`config.mk`:
```
export PLATFORM = sky130hd
export DESIGN_NAME = lds_sequencer
export DESIGN_NICKNAME = d
export VERILOG_FILES = /design/src/rtl/lds_pkg.sv /design/src/rtl/lds_clk_if.sv /design/src/rtl/lds_clock_source.sv /design/src/rtl/lds_sequencer.sv
export SDC_FILE = /design/constraint.sdc
export NUM_CORES = 1
export LEC_CHECK = 0
export BUFFER_PORTS_ARGS = -buffer_cell sky130_fd_sc_hd__buf_2
export CAP_MARGIN = 15
export CORE_AREA = 2 2 116 118
export CTS_CLUSTER_SIZE = 10
export DETAILED_ROUTE_END_ITERATION = 16
export DIE_AREA = 0 0 118 120
export GPL_TIMING_DRIVEN = 0
export MAX_ROUTING_LAYER = met4
export PLACE_DENSITY = 0.57
export SETUP_SLACK_MARGIN = 0.4
export SYNTH_ARGS = -nofsm -noshare
export SYNTH_HDL_FRONTEND = slang
export SYNTH_HIERARCHICAL = 1
export SYNTH_SLANG_ARGS = --single-unit
```
`constraint.sdc`:
```
create_clock -name mclk -period 5.3 [get_ports mclk]
set_input_delay 1.06 -clock mclk [delete_from_list [all_inputs] [get_ports mclk]]
set_output_delay 1.06 -clock mclk [all_outputs]
set_load 0.02 [all_outputs]
```
`src/rtl/lds_pkg.sv`:
```
// Operation
// RULE_01: power up only after enable held high for first on-time and lockout clear.
// RULE_02: no power-up while sync pin held low; go once released or clocked.
// RULE_03: after lockout and enable, drive disconnect switch, then check every sink pin.
// RULE_04: detect phase starts only once disconnect gate reaches its threshold.
// RULE_05: after pin exceeds 120 mV, wait 3000 to 4000 switching ticks, then classify.
// RULE_06: pin below 70 mV is shorted; halt, withhold soft start, re-check after removal.
// RULE_07: pin near 150 mV is unused and dropped; near 325 mV is in use.
// RULE_08: soft start uses soft-start sink current and reduced switch current limit.
// RULE_09: enough sink voltage ends soft start: full current and normal switch limit.
// RULE_10: sync pin shorted to ground during operation shuts the device down.
// RULE_11: detected external clock takes over switching without disturbing sink current.
// RULE_12: host keeps every sync high and low phase at least 150 ns.
// RULE_13: sync lost: stop switching at most about 7 us, then internal clock.
// RULE_14: sync pin low beyond 7 us: stop switching, open disconnect, stop sinks.
// RULE_15: sync pin released after that shutdown restarts through soft start.
// RULE_16: enable low for 32,750 switching ticks powers the device down.
// RULE_17: host changes clock source 500 ns after enable rise or while enable low.
// RULE_18: host holds enable high for first on-time, 0.75 us typical, 2 us max.
// RULE_19: soft start drives each enabled sink at fixed soft-start current.
// RULE_20: detect and shutdown counters run on switching ticks, clear when cause ends.
// RULE_21: lockout return or any shutdown sends the sequencer to its initial state; code sends sync-pin shutdowns to ST_HALT, which resumes in ST_SOFT.
package lds_pkg;
  localparam int CLK_PERIOD_NS = 20;
  localparam int FIRST_ON_TIME_NS = 750;
  localparam int FIRST_ON_CYCLES = (FIRST_ON_TIME_NS + CLK_PERIOD_NS - 1) / CLK_PERIOD_NS;
  localparam int SYNC_LOSS_NS = 7000;
  localparam int SYNC_LOSS_CYCLES = SYNC_LOSS_NS / CLK_PERIOD_NS;
  localparam int SYNC_PERIOD_MAX_NS = 4000;
  localparam int SYNC_PERIOD_MAX_CYCLES = (SYNC_PERIOD_MAX_NS + CLK_PERIOD_NS - 1) / CLK_PERIOD_NS;
  localparam int DETECT_TICKS_MIN = 3000;
  localparam int DETECT_TICKS_MAX = 4000;
  localparam int DETECT_TICKS_DEF = 3500;
  localparam int LOW_POWER_TICKS = 32750;
  localparam int INT_OSC_DIV = 25;
  localparam int CHANNELS = 2;
  localparam int IN_ENABLE = 0;
  localparam int IN_LOCKOUT = 1;
  localparam int IN_FREL = 2;
  localparam int IN_FSHORT = 3;
  localparam int IN_GATE = 4;
  localparam int IN_CHAN = 5;
  localparam int CH_ABOVE = 0;
  localparam int CH_SHORT = 1;
  localparam int CH_INUSE = 2;
  localparam int CH_REGOK = 3;
  localparam int CH_FIELDS = 4;

  typedef enum logic [2:0] {
    ST_OFF,
    ST_GATE,
    ST_DETECT,
    ST_SHORT_HOLD,
    ST_SOFT,
    ST_RUN,
    ST_HALT
  } lds_state_t;
endpackage

```
`src/rtl/lds_clk_if.sv`:
```
interface lds_clk_if;
  logic sw_tick;
  logic sync_active;
  logic switch_hold;
  logic stuck_low;
  modport src(
    output sw_tick,
    output sync_active,
    output switch_hold,
    output stuck_low
  );
  modport snk(
    input sw_tick,
    input sync_active,
    input switch_hold,
    input stuck_low
  );
endinterface

```
`src/rtl/lds_clock_source.sv`:
```
module lds_clock_source #(
  parameter int INT_DIV = lds_pkg::INT_OSC_DIV,
  parameter int LOSS_CYCLES = lds_pkg::SYNC_LOSS_CYCLES,
  parameter int PERIOD_MAX_CYCLES = lds_pkg::SYNC_PERIOD_MAX_CYCLES
) (
  input wire logic mclk,
  input wire logic reset,
  input wire logic freq_set_sync_pin,
  lds_clk_if.src clk
);
  logic s1_reg, s2_reg, s3_reg, level_reg, prev_reg;
  logic [9:0] gap_reg;
  logic [7:0] div_reg;
  logic active_reg, tick_reg, stuck_reg, hold_reg;
  wire level_next = (s2_reg == s3_reg) ? s3_reg : level_reg;
  wire rise = level_reg & ~prev_reg;
  wire any_edge = level_reg ^ prev_reg;
  wire gap_expired = (gap_reg == 10'(LOSS_CYCLES));
  wire gap_late = (gap_reg > 10'(PERIOD_MAX_CYCLES));
  wire div_wrap = (div_reg == 8'(INT_DIV - 1));

  always_ff @(posedge mclk)
  begin
    // released pin idles high: a low reset value would fake a first sync edge
    s1_reg <= reset ? 1'b1 : freq_set_sync_pin;
    s2_reg <= reset ? 1'b1 : s1_reg;
    s3_reg <= reset ? 1'b1 : s2_reg;
  end

  always_ff @(posedge mclk)
  begin
    if (reset)
    begin
      level_reg <= 1'b1;
      prev_reg <= 1'b1;
      gap_reg <= '0;
      active_reg <= 1'b0;
      div_reg <= '0;
      tick_reg <= 1'b0;
      stuck_reg <= 1'b0;
      hold_reg <= 1'b0;
    end
    else
    begin
      level_reg <= level_next;
      prev_reg <= level_reg;
      // gap counter saturates so a stuck pin keeps its verdict
      if (any_edge)
        gap_reg <= '0;
      else if (!gap_expired)
        gap_reg <= gap_reg + 10'd1;
      if (rise)
        active_reg <= 1'b1; // [RULE_11]
      else if (gap_expired)
        active_reg <= 1'b0; // [RULE_13]
      // divider restarts on fallback so the first internal period is whole
      if (active_reg || div_wrap)
        div_reg <= '0;
      else
        div_reg <= div_reg + 8'd1;
      // external edges become ticks directly: no phase jump in the sinks
      tick_reg <= active_reg ? (rise & ~hold_reg) : div_wrap; // [RULE_11]
      hold_reg <= active_reg & gap_late & ~gap_expired & ~any_edge; // [RULE_13]
      stuck_reg <= gap_expired & ~level_reg & ~any_edge; // [RULE_14]
    end
  end

  assign clk.sw_tick = tick_reg;
  assign clk.sync_active = active_reg;
  assign clk.switch_hold = hold_reg;
  assign clk.stuck_low = stuck_reg;
endmodule

```
`src/rtl/lds_sequencer.sv`:
```
module lds_sequencer #(
  parameter int CHANNELS = lds_pkg::CHANNELS,
  parameter logic [11:0] DETECT_TICKS = 12'(lds_pkg::DETECT_TICKS_DEF),
  parameter logic [15:0] LOW_POWER_TICKS = 16'(lds_pkg::LOW_POWER_TICKS),
  parameter int INT_DIV = lds_pkg::INT_OSC_DIV
) (
  input wire logic mclk,
  input wire logic reset,
  input wire logic enable_dimming_pin,
  input wire logic lockout_clear,
  input wire logic freq_set_released,
  input wire logic freq_set_shorted,
  input wire logic freq_set_sync_pin,
  input wire logic gate_at_threshold,
  input wire logic [CHANNELS-1:0] led_above_detect,
  input wire logic [CHANNELS-1:0] led_below_short,
  input wire logic [CHANNELS-1:0] led_in_use,
  input wire logic [CHANNELS-1:0] led_regulation_ok,
  output logic disconnect_gate_on,
  output logic [CHANNELS-1:0] sink_enable,
  output logic sink_softstart,
  output logic softstart_switch_limit,
  output logic switching_enable,
  output logic switch_clock_tick,
  output logic clock_external,
  output logic [CHANNELS-1:0] channel_shorted,
  output logic [CHANNELS-1:0] channel_unused,
  output logic shutdown_active,
  output logic [2:0] sequencer_state
);
  localparam int IN_W = lds_pkg::IN_CHAN + lds_pkg::CH_FIELDS * CHANNELS;

  lds_clk_if clk_bus();

  lds_clock_source #(
    .INT_DIV(INT_DIV),
    .LOSS_CYCLES(lds_pkg::SYNC_LOSS_CYCLES),
    .PERIOD_MAX_CYCLES(lds_pkg::SYNC_PERIOD_MAX_CYCLES)
  ) u_clock_source (
    .mclk(mclk),
    .reset(reset),
    .freq_set_sync_pin(freq_set_sync_pin),
    .clk(clk_bus.src)
  );

  // pin comparators are asynchronous to mclk
  logic [IN_W-1:0] pin_raw, s1_reg, s2_reg, s3_reg, pin_reg;
  logic [IN_W-1:0] pin_next;
  wire [IN_W-1:0] agree = ~(s2_reg ^ s3_reg);
  assign pin_raw = {led_regulation_ok, led_in_use, led_below_short, led_above_detect,
                    gate_at_threshold, freq_set_shorted, freq_set_released, lockout_clear,
                    enable_dimming_pin};

  genvar gi;
  generate
    for (gi = 0; gi < IN_W; gi++)
    begin : g_filter
      assign pin_next[gi] = agree[gi] ? s3_reg[gi] : pin_reg[gi];
    end
  endgenerate

  always_ff @(posedge mclk)
  begin
    s1_reg <= reset ? '0 : pin_raw;
    s2_reg <= reset ? '0 : s1_reg;
    s3_reg <= reset ? '0 : s2_reg;
    pin_reg <= reset ? '0 : pin_next;
  end

  function automatic logic [CHANNELS-1:0] chan_field(input logic [IN_W-1:0] v, input int f);
    logic [CHANNELS-1:0] r;
    r = '0;
    for (int k = 0; k < CHANNELS; k++)
      r[k] = v[lds_pkg::IN_CHAN + f * CHANNELS + k];
    return r;
  endfunction

  wire en_lvl = pin_reg[lds_pkg::IN_ENABLE];
  wire lock_ok = pin_reg[lds_pkg::IN_LOCKOUT];
  wire fset_rel = pin_reg[lds_pkg::IN_FREL];
  wire fset_short = pin_reg[lds_pkg::IN_FSHORT];
  wire gate_ok = pin_reg[lds_pkg::IN_GATE];
  wire [CHANNELS-1:0] ch_above = chan_field(pin_reg, lds_pkg::CH_ABOVE);
  wire [CHANNELS-1:0] ch_short = chan_field(pin_reg, lds_pkg::CH_SHORT);
  wire [CHANNELS-1:0] ch_inuse = chan_field(pin_reg, lds_pkg::CH_INUSE);
  wire [CHANNELS-1:0] ch_regok = chan_field(pin_reg, lds_pkg::CH_REGOK);
  wire tick = clk_bus.sw_tick;

  lds_pkg::lds_state_t state_reg, state_next;
  logic [5:0] on_cnt_reg;
  logic [11:0] det_cnt_reg;
  logic [15:0] low_cnt_reg;
  logic [CHANNELS-1:0] used_reg, used_next, short_reg, short_next;

  wire first_on_met = (on_cnt_reg == 6'(lds_pkg::FIRST_ON_CYCLES));
  wire pin_free = fset_rel | clk_bus.sync_active;
  wire start_ok = lock_ok & en_lvl & first_on_met & pin_free & ~fset_short;
  wire in_detect = (state_reg == lds_pkg::ST_DETECT);
  wire det_running = in_detect & (|ch_above);
  wire det_done = det_running & tick & (det_cnt_reg == DETECT_TICKS - 12'd1);
  wire powered = (state_reg == lds_pkg::ST_SOFT) || (state_reg == lds_pkg::ST_RUN)
                 || (state_reg == lds_pkg::ST_HALT);
  wire low_done = powered & ~en_lvl & tick & (low_cnt_reg == LOW_POWER_TICKS - 16'd1);
  wire reg_ready = ((ch_regok & used_reg) == used_reg);
  wire operating = (state_reg != lds_pkg::ST_OFF) && (state_reg != lds_pkg::ST_HALT);
  wire go_halt = operating & (fset_short | clk_bus.stuck_low);

  always_comb
  begin
    state_next = state_reg;
    used_next = used_reg;
    short_next = short_reg;
    case (state_reg)
      lds_pkg::ST_OFF:
        if (start_ok)
          state_next = lds_pkg::ST_GATE; // [RULE_01] [RULE_02] [RULE_03]
      lds_pkg::ST_GATE:
        if (gate_ok)
          state_next = lds_pkg::ST_DETECT; // [RULE_04]
      lds_pkg::ST_DETECT:
        if (det_done)
        begin
          short_next = ch_short; // [RULE_05]
          used_next = ch_inuse & ~ch_short; // [RULE_07]
          if (|ch_short)
            state_next = lds_pkg::ST_SHORT_HOLD; // [RULE_06]
          else
            state_next = lds_pkg::ST_SOFT;
        end
      lds_pkg::ST_SHORT_HOLD:
        if (!(|(ch_short & short_reg)))
          state_next = lds_pkg::ST_DETECT; // [RULE_06]
      lds_pkg::ST_SOFT:
        if (reg_ready && (|used_reg))
          state_next = lds_pkg::ST_RUN; // [RULE_09]
      lds_pkg::ST_RUN:
        state_next = lds_pkg::ST_RUN;
      lds_pkg::ST_HALT:
        // only a clean pin lets the supply come back, and always softly
        if (!fset_short && !clk_bus.stuck_low && pin_free)
          state_next = lds_pkg::ST_SOFT; // [RULE_15]
      default:
        state_next = lds_pkg::ST_OFF;
    endcase
    if (go_halt)
      state_next = lds_pkg::ST_HALT; // [RULE_10] [RULE_14] [RULE_21]
    if (low_done || !lock_ok)
    begin
      state_next = lds_pkg::ST_OFF; // [RULE_16] [RULE_21]
      used_next = '0;
      short_next = '0;
    end
  end

  always_ff @(posedge mclk)
  begin
    if (reset)
      state_reg <= lds_pkg::ST_OFF;
    else
      state_reg <= state_next;
  end

  always_ff @(posedge mclk)
  begin
    if (reset)
    begin
      used_reg <= '0;
      short_reg <= '0;
    end
    else
    begin
      used_reg <= used_next;
      short_reg <= short_next;
    end
  end

  // first on-time is measured on mclk, not on switching ticks
  always_ff @(posedge mclk)
  begin
    if (reset || !en_lvl)
      on_cnt_reg <= '0;
    else if (!first_on_met)
      on_cnt_reg <= on_cnt_reg + 6'd1; // [RULE_01]
  end

  always_ff @(posedge mclk)
  begin
    if (reset || !det_running)
      det_cnt_reg <= '0; // [RULE_20]
    else if (tick)
      det_cnt_reg <= det_done ? '0 : det_cnt_reg + 12'd1; // [RULE_05] [RULE_20]
  end

  always_ff @(posedge mclk)
  begin
    if (reset || en_lvl || !powered)
      low_cnt_reg <= '0; // [RULE_20]
    else if (tick)
      low_cnt_reg <= low_cnt_reg + 16'd1; // [RULE_16]
  end

  wire st_soft = (state_next == lds_pkg::ST_SOFT);
  wire st_run = (state_next == lds_pkg::ST_RUN);
  wire st_sink = st_soft | st_run;
  wire gate_next = (state_next != lds_pkg::ST_OFF) && (state_next != lds_pkg::ST_HALT);
  // enable low is plain dimming: sinks and switch pause, state is kept
  wire [CHANNELS-1:0] sink_next = (st_sink && en_lvl) ? used_next : '0;
  wire switch_next = st_sink & en_lvl & ~clk_bus.switch_hold;

  always_ff @(posedge mclk)
  begin
    if (reset)
    begin
      disconnect_gate_on <= 1'b0;
      sink_enable <= '0;
      sink_softstart <= 1'b0;
      softstart_switch_limit <= 1'b0;
      switching_enable <= 1'b0;
      switch_clock_tick <= 1'b0;
      clock_external <= 1'b0;
      channel_shorted <= '0;
      channel_unused <= '0;
      shutdown_active <= 1'b0;
      sequencer_state <= 3'h0;
    end
    else
    begin
      disconnect_gate_on <= gate_next; // [RULE_03] [RULE_14]
      sink_enable <= sink_next; // [RULE_07] [RULE_14]
      sink_softstart <= st_soft; // [RULE_08] [RULE_19]
      softstart_switch_limit <= st_soft; // [RULE_08] [RULE_09]
      switching_enable <= switch_next; // [RULE_13] [RULE_14]
      switch_clock_tick <= tick & switch_next; // [RULE_11]
      clock_external <= clk_bus.sync_active; // [RULE_11]
      channel_shorted <= short_next; // [RULE_06]
      channel_unused <= (st_sink || state_next == lds_pkg::ST_HALT) ? ~used_next : '0; // [RULE_07]
      shutdown_active <= (state_next == lds_pkg::ST_HALT); // [RULE_10] [RULE_14]
      sequencer_state <= state_next;
    end
  end
endmodule

```
==> flow_metrics.py, run 1 <==
metrics = {
    "run_status": {
        "status": "complete, no violations",
    },
    "placement": {
        "place_inst": 732,
        "dp_hpwl_um": 6780,
        "port_buffers": 31,
        "gp_congestion": 0.867,
        "dp_slack_ns": 2.90,
    },
    "cells_and_area": {
        "stdcell_count": 764,
        "diodes": 0,
        "area_growth_pct": 19.1,
        "nFillCells": 1269,
        "largest_reg_flops": 16,
        "nets": 602,
        "drive_above_1_share_pct": 15.1,
    },
    "critical_path": {
        "cp_max_fo": 2,
        "endpoint": "softstart_switch_limit",
        "startpoint": "softstart_switch_limit",
        "cp_data_required_time_ns": 4.24,
        "reg2regPathDepth": 7,
        "worst_setup_path_end_kind": "primary output",
        "r2r_end": "sink_enable[0]",
        "r2r_slack_ns": 3.28,
        "r2r-start": "det_cnt_reg[0]",
        "cp.arrival_ns": 1.01,
        "path_class": "reg -> out",
        "critPathLaunchType": "flip-flop",
    },
    "worst_hold_path": {
        "hold_start": "u_clock_source/s1_reg",
        "hold_class": "reg -> reg",
    },
    "clocking": {
        "clock_latency_ns": 0.42,
        "ctsResizeCount": 0,
        "cts_sinks": 130,
        "htree_levels": 4,
        "cts_tree": "yes",
        "ctsRootBufferMaster": "clkbuf_16",
        "numCtsBuffers": 17,
        "cts_max_path_buffers": 2,
        "path_clk_slew_ns": 0.06,
        "cts_setup_buffers": 0,
        "postCtsHoldBufs": 0,
    },
    "timing": {
        "fin_crit_sh_pct": 39.0,
        "tightestPinTransition_ns": 0.609,
        "fin_skew_ns": 0.0203,
        "hold_slack_ns": 0.413,
        "slew_headroom_pct": 59.1,
        "hold_viol": 0,
        "rsz0062_at_grt": "no",
        "setup_slack_ns": 3.23,
        "setup-tns-final_ns": 0,
        "setup-violations-final": 0,
        "fin_crit_ns": 2.07,
        "max_freq_ghz": 0.483,
        "slew_violations": 0,
    },
    "logic_synthesis": {
        "yosysSeqAreaShare_pct": 51.8,
        "synth_edf_count": 0,
        "syn_area_per_cell_sq_um": 9.56,
        "synthArstFlopShare_pct": 0,
        "ys_types": 56,
        "synth_fp_nets": 552,
        "synth_warnings": 6,
        "synth_area_sq_um": 5020,
        "ys_ff_latch": 130,
        "netlist_instances": 525,
        "synth_top_flop_cell": "dfxtp_1",
    },
    "floorplan": {
        "die_h_um": 120,
        "ioPinCount": 32,
        "die_area_sq_um": 14200,
        "core_area_sq_um": 13000,
        "rows": 42,
        "die_w_um": 118,
        "start_util_pct": 38.7,
    },
    "power": {
        "ir_drop_mv": 0.209,
        "p_leak_uw": 0.00222,
        "power.density_nw_per_um2": 366,
    },
    "drt": {
        "via_per_inst": 4.82,
        "dr.pass1.iters": 6,
        "vias": 3684,
        "routedWlPerCell_um": 12.5,
        "ant_nets": 0,
        "dr.first_iter.drc_count": 187,
        "wl_um": 9560,
        "drc": 0,
    },
    "global_route": {
        "grt_pass1_wl_um": 16500,
        "grt_pass1_vias": 3525,
        "grt_max_degree": 17,
        "track_usage_pct": 15.1,
        "grt-ovfl-total": 0,
        "antenna_found_initial": 0,
    },
    "run": {
        "drv_cap": 0,
    },
}
==> cell usage in the layout (no fill, tap or decap), types with 3 or more instances in the layout <==
master	synthesis	final
a21oi_1	22	22
a31oi_1	6	6
and2_1	3	3
and3_1	12	12
buf_2	3	34
clkbuf_1	12	13
clkbuf_16	0	17
clkinv_4	0	4
dfxtp_1	130	130
ha_1	11	11
inv_1	12	12
inv_6	0	4
nand2_1	32	32
nand2b_1	11	11
nand3_1	21	21
nand4_1	13	13
nor2_1	60	60
nor2b_1	43	43
nor3_1	8	8
nor4_1	6	6
o21a_1	4	4
o21ai_0	22	22
or2_2	6	6
or3_1	4	4
xnor2_1	18	18
xor2_1	24	24
==> synth_stat cells (3+ instances only) <==
master    number  area, sq um
xnor2_1       18          158
nand3_1       21          105
and2_1         3         18.8
ha_1          11          138
xor2_1        24          210
and3_1        12         75.1
a31oi_1        6         37.5
nand4_1       13         81.3
or2_2          6         37.5
a21oi_1       22          110
nand2_1       32          120
o21a_1         4         30.0
nand2b_1      11         68.8
nor2b_1       43          269
dfxtp_1      130         2600
or3_1          4         25.0
o21ai_0       22          110
nor4_1         6         37.5
inv_1         12         45.0
buf_2          3         15.0
nor3_1         8         40.0
clkbuf_1      12         45.0
nor2_1        60          225
==> critical path, cell delays in order (launching register included) <==
cell	delay, ns
dfxtp_1	0.34
buf_4	0.10
buf_2	0.15
==> layout make-up <==
class                           instances  area [sq um]  share of cell area [%]
Buffer                                 19          90.1                    1.51
Clock buffer                           18           429                    7.18
Clock inverter                         14           155                    2.59
Inverter                               12          45.0                   0.753
Multi-Input combinational cell        364          2280                    38.2
Sequential cell                       130          2600                    43.5
Tap cell                              176           220                    3.68
Timing Repair Buffer                   31           155                    2.59
==> worst min path at each step <==
stage | endpoint | slack, ns | cells after the start
final | u_clock_source/s2_reg | 0.41 | 1
after global placement | u_clock_source/s2_reg | 0.40 | 1
after detailed placement | u_clock_source/s2_reg | 0.41 | 1
after global routing | u_clock_source/s2_reg | 0.44 | 1
after CTS | u_clock_source/s2_reg | 0.42 | 1
after floorplan | u_clock_source/s2_reg | 0.39 | 1
==> where the power goes <==
group | total (uW) | leakage [uW] | internal, uW | switching [uW]
Clock | 1140 | 0.000282 | 698 | 443
Combinational | 42.2 | 0.000879 | 19.5 | 22.7
Sequential | 1010 | 0.00106 | 995 | 10.6
Total | 2190 | 0.00222 | 1710 | 476
==> kinds of logic after synthesis <==
family	count (synthesis)	share of synthesized area (%)
AOI/OAI and AO/OA	73	9.05
buffers and inverters	31	2.69
adders and majority gates	11	2.74
xor gates and xnor gates	42	7.33
muxes	1	0.224
DFF	130	51.8
and+or+nand+nor	237	26.1
==> per-layer routing <==
metal / vias up / share of wire (%) / track usage (%)
li1: 1895 / - / -
met4: 0 / 1.0 / 5.20
met1: 1715 / 48 / 18.6
met3: 5 / 3.9 / 5.23
met2: 69 / 47 / 23.0
met5: - / 0 / -
==> per-stage QoR <==
| step | util, % | total power, uW | instance area, sq um |
|---|---|---|---|
| 6_report | 46.1 | 2190 | 5980 |
| 5_1_grt | 46.1 | 2270 | 5980 |
| 4_1_cts | 46.1 | 2210 | 5980 |
| 3_5_place_dp | 41.6 | 1070 | 5400 |
| 3_3_place_gp | 41.6 | 1070 | 5400 |
| 2_1_floorplan | - | 1050 | 5020 |
Power figures use the tool's default switching activity.
==> run 2: changes to the inputs <==
==> constraint.sdc (replaced) <==
create_clock -name mclk -period 2.1 [get_ports mclk]
set_input_delay 0.42 -clock mclk [delete_from_list [all_inputs] [get_ports mclk]]
set_output_delay 0.42 -clock mclk [all_outputs]
set_load 0.02 [all_outputs]
==> run 2 against run 1 <==
Clock skew decreased by 0.013 ns. Worst setup slack got worse by 2.9 ns. Flip-flop and latch count unchanged. Combinational power increased by 150%. Critical endpoint is now disconnect_gate_on. Largest cell class unchanged. Largest power group unchanged.
==> flow_metrics.py, run 2 (synthesized netlist as in run 1, its figures left out) <==
metrics = {
    "timing": {
        "fin_skew_ns": 0.00689,
        "setup-violations-final": 0,
        "setup-tns-final_ns": 0,
        "hold_slack_ns": 0.209,
        "slew_violations": 0,
        "slew_headroom_pct": 64.5,
        "fin_crit_sh_pct": 85.9,
        "fin_crit_ns": 1.80,
        "hold_viol": 0,
        "max_freq_ghz": 0.554,
        "rsz0062_at_grt": "yes",
        "tightestPinTransition_ns": 0.532,
    },
    "floorplan": {
        "die_w_um": 118,
        "ioPinCount": 32,
        "die_area_sq_um": 14200,
        "start_util_pct": 38.7,
        "die_h_um": 120,
        "rows": 42,
        "core_area_sq_um": 13000,
    },
    "critical_path": {
        "cp_slowest_cell": "or3_4",
        "cp_max_fo": 6,
        "worst_setup_path_end_kind": "flip-flop",
        "max_stage_delay_ns": 0.35,
        "cpLargestDelayFamily": "simple AND/OR/NAND/NOR gates",
        "critical_path.cell_chain": "buf_6, nor3b_4, o211ai_1, buf_4, o21a_1, or3_4, a31oi_4",
        "r2r-start": "sequencer_state[0]",
        "cp_data_required_time_ns": 2.45,
        "r2r_slack_ns": 0.30,
        "critPathLaunchType": "flip-flop",
        "reg2regPathDepth": 7,
        "cp.arrival_ns": 2.15,
        "path_class": "reg -> reg",
        "path_buf_inv": 2,
        "r2r_end": "disconnect_gate_on",
    },
    "global_route": {
        "antenna_found_initial": 0,
        "grt_pass1_vias": 3589,
        "track_usage_pct": 15.5,
        "grt_pass1_wl_um": 16900,
        "grt_max_degree": 17,
        "grt-ovfl-total": 0,
    },
    "clocking": {
        "numCtsBuffers": 17,
        "postCtsHoldBufs": 0,
        "path_clk_slew_ns": 0.05,
        "cts_sinks": 130,
        "htree_levels": 4,
        "cts_tree": "yes",
        "cts_max_path_buffers": 2,
        "ctsRootBufferMaster": "clkbuf_16",
        "clock_latency_ns": 0.42,
    },
    "cells_and_area": {
        "largest_reg_flops": 16,
        "mostFrequentLayoutCell": "dfxtp_1",
        "layout_common_cells": "122 x dfxtp_1, 59 x nor2_1, 43 x nor2b_1",
        "nets": 622,
        "drive_above_1_share_pct": 23.2,
        "stdcell_count": 783,
        "diodes": 0,
        "area_growth_pct": 28.1,
    },
    "worst_hold_path": {
        "holdPathEnd": "u_clock_source/s1_reg",
        "hold_class": "in -> reg",
        "holdPathStages": 2,
        "hold_start": "freq_set_sync_pin",
    },
    "power": {
        "power_frac_seq_pct": 44.9,
        "switching_share_pct": 19.7,
        "p_comb_share_pct": 1.8,
        "power.density_nw_per_um2": 878,
        "ir_drop_mv": 0.533,
        "clkPwrFrac_pct": 53.2,
        "p_int_uw": 4530,
        "p_switching_uw": 1110,
        "p_leak_uw": 0.00237,
    },
    "drt": {
        "vias": 3782,
        "via_per_inst": 4.83,
        "wl_um": 9970,
        "dr.pass1.iters": 4,
        "routedWlPerCell_um": 12.7,
        "dr.first_iter.drc_count": 232,
        "drc": 0,
        "ant_nets": 0,
    },
    "placement": {
        "port_buffers": 31,
        "place_inst": 732,
        "dp_hpwl_um": 6800,
        "gp_congestion": 0.853,
    },
    "run_status": {
        "status": "complete, no violations",
    },
    "run": {
        "drv_cap": 0,
    },
}
==> run 2: changes by cell type in the layout (fill, tap and decap cells not counted), sizes merged <==
cell	previous run	this run
buf	38	59
inv	16	12
bufinv	2	4
clkbuf	30	32
clkinv	6	5
clkinvlp	2	1
==> run 2: per-layer routing <==
metal,vias to the layer above,routed length [um],global-route usage (%)
li1,1929,-,-
met1,1795,4690,18.9
met2,49,4800,24.1
met3,9,371,4.66
met4,0,115,6.10
met5,-,0,-
==> run 2: power by group through the flow <==
stage	logic, uW	clock network (uW)	registers (uW)
after floorplan	72.5	0	2580
after global placement	103	0	2590
after global routing	122	3180	2540
after detailed placement	107	0	2590
final	104	3000	2540
after CTS	107	3070	2540
==> run 2: worst max-delay path by stage <==
stage / end / depth (start not counted) / slack [ns] / startpoint
2_1_floorplan: sink_enable[0] / 7 / 0.40 / sequencer_state[1]
3_3_place_gp: sink_enable[0] / 7 / 0.12 / det_cnt_reg[1]
3_5_place_dp: sink_enable[0] / 7 / 0.13 / det_cnt_reg[1]
4_1_cts: disconnect_gate_on / 7 / 0.33 / sequencer_state[2]
5_1_grt: sink_enable[0] / 8 / 0.21 / sequencer_state[0]
6_report: disconnect_gate_on / 7 / 0.30 / sequencer_state[0]
==> run 2: worst register-to-register path, cell delays in order, from the launching register on <==
cell      delay, ns
dfxtp_2        0.32
buf_6          0.13
nor3b_4        0.25
o211ai_1       0.16
buf_4          0.17
o21a_1         0.19
or3_4          0.35
a31oi_4        0.17
==> run 2: cell type report <==
type                            instances  area [sq um]
Buffer                                 19           125
Clock buffer                           21           440
Clock inverter                         10           160
Fill cell                            1206          6550
Inverter                               12          45.0
Multi-Input combinational cell        364          2490
Sequential cell                       130          2620
Tap cell                              176           220
Timing Repair Buffer                   51           325
==> run 2: metrics by stage <==
stage               total power [uW]  setup WS [ns]  instance area (sq um)  util [%]
floorplan                       2660          0.401                   5040         -
global placement                2690          0.116                   5420      41.7
detailed placement              2700          0.128                   5420      41.7
CTS                             5710          0.327                   6220      47.9
global route                    5840          0.210                   6430      49.5
finish                          5640          0.296                   6430      49.5
==> run 2: what timing repair did <==
item	4_1_cts	5_1_grt
resized for setup	23	39
setup buffers	14	6
setup endpoints to repair	22	34
pin swaps	12	15
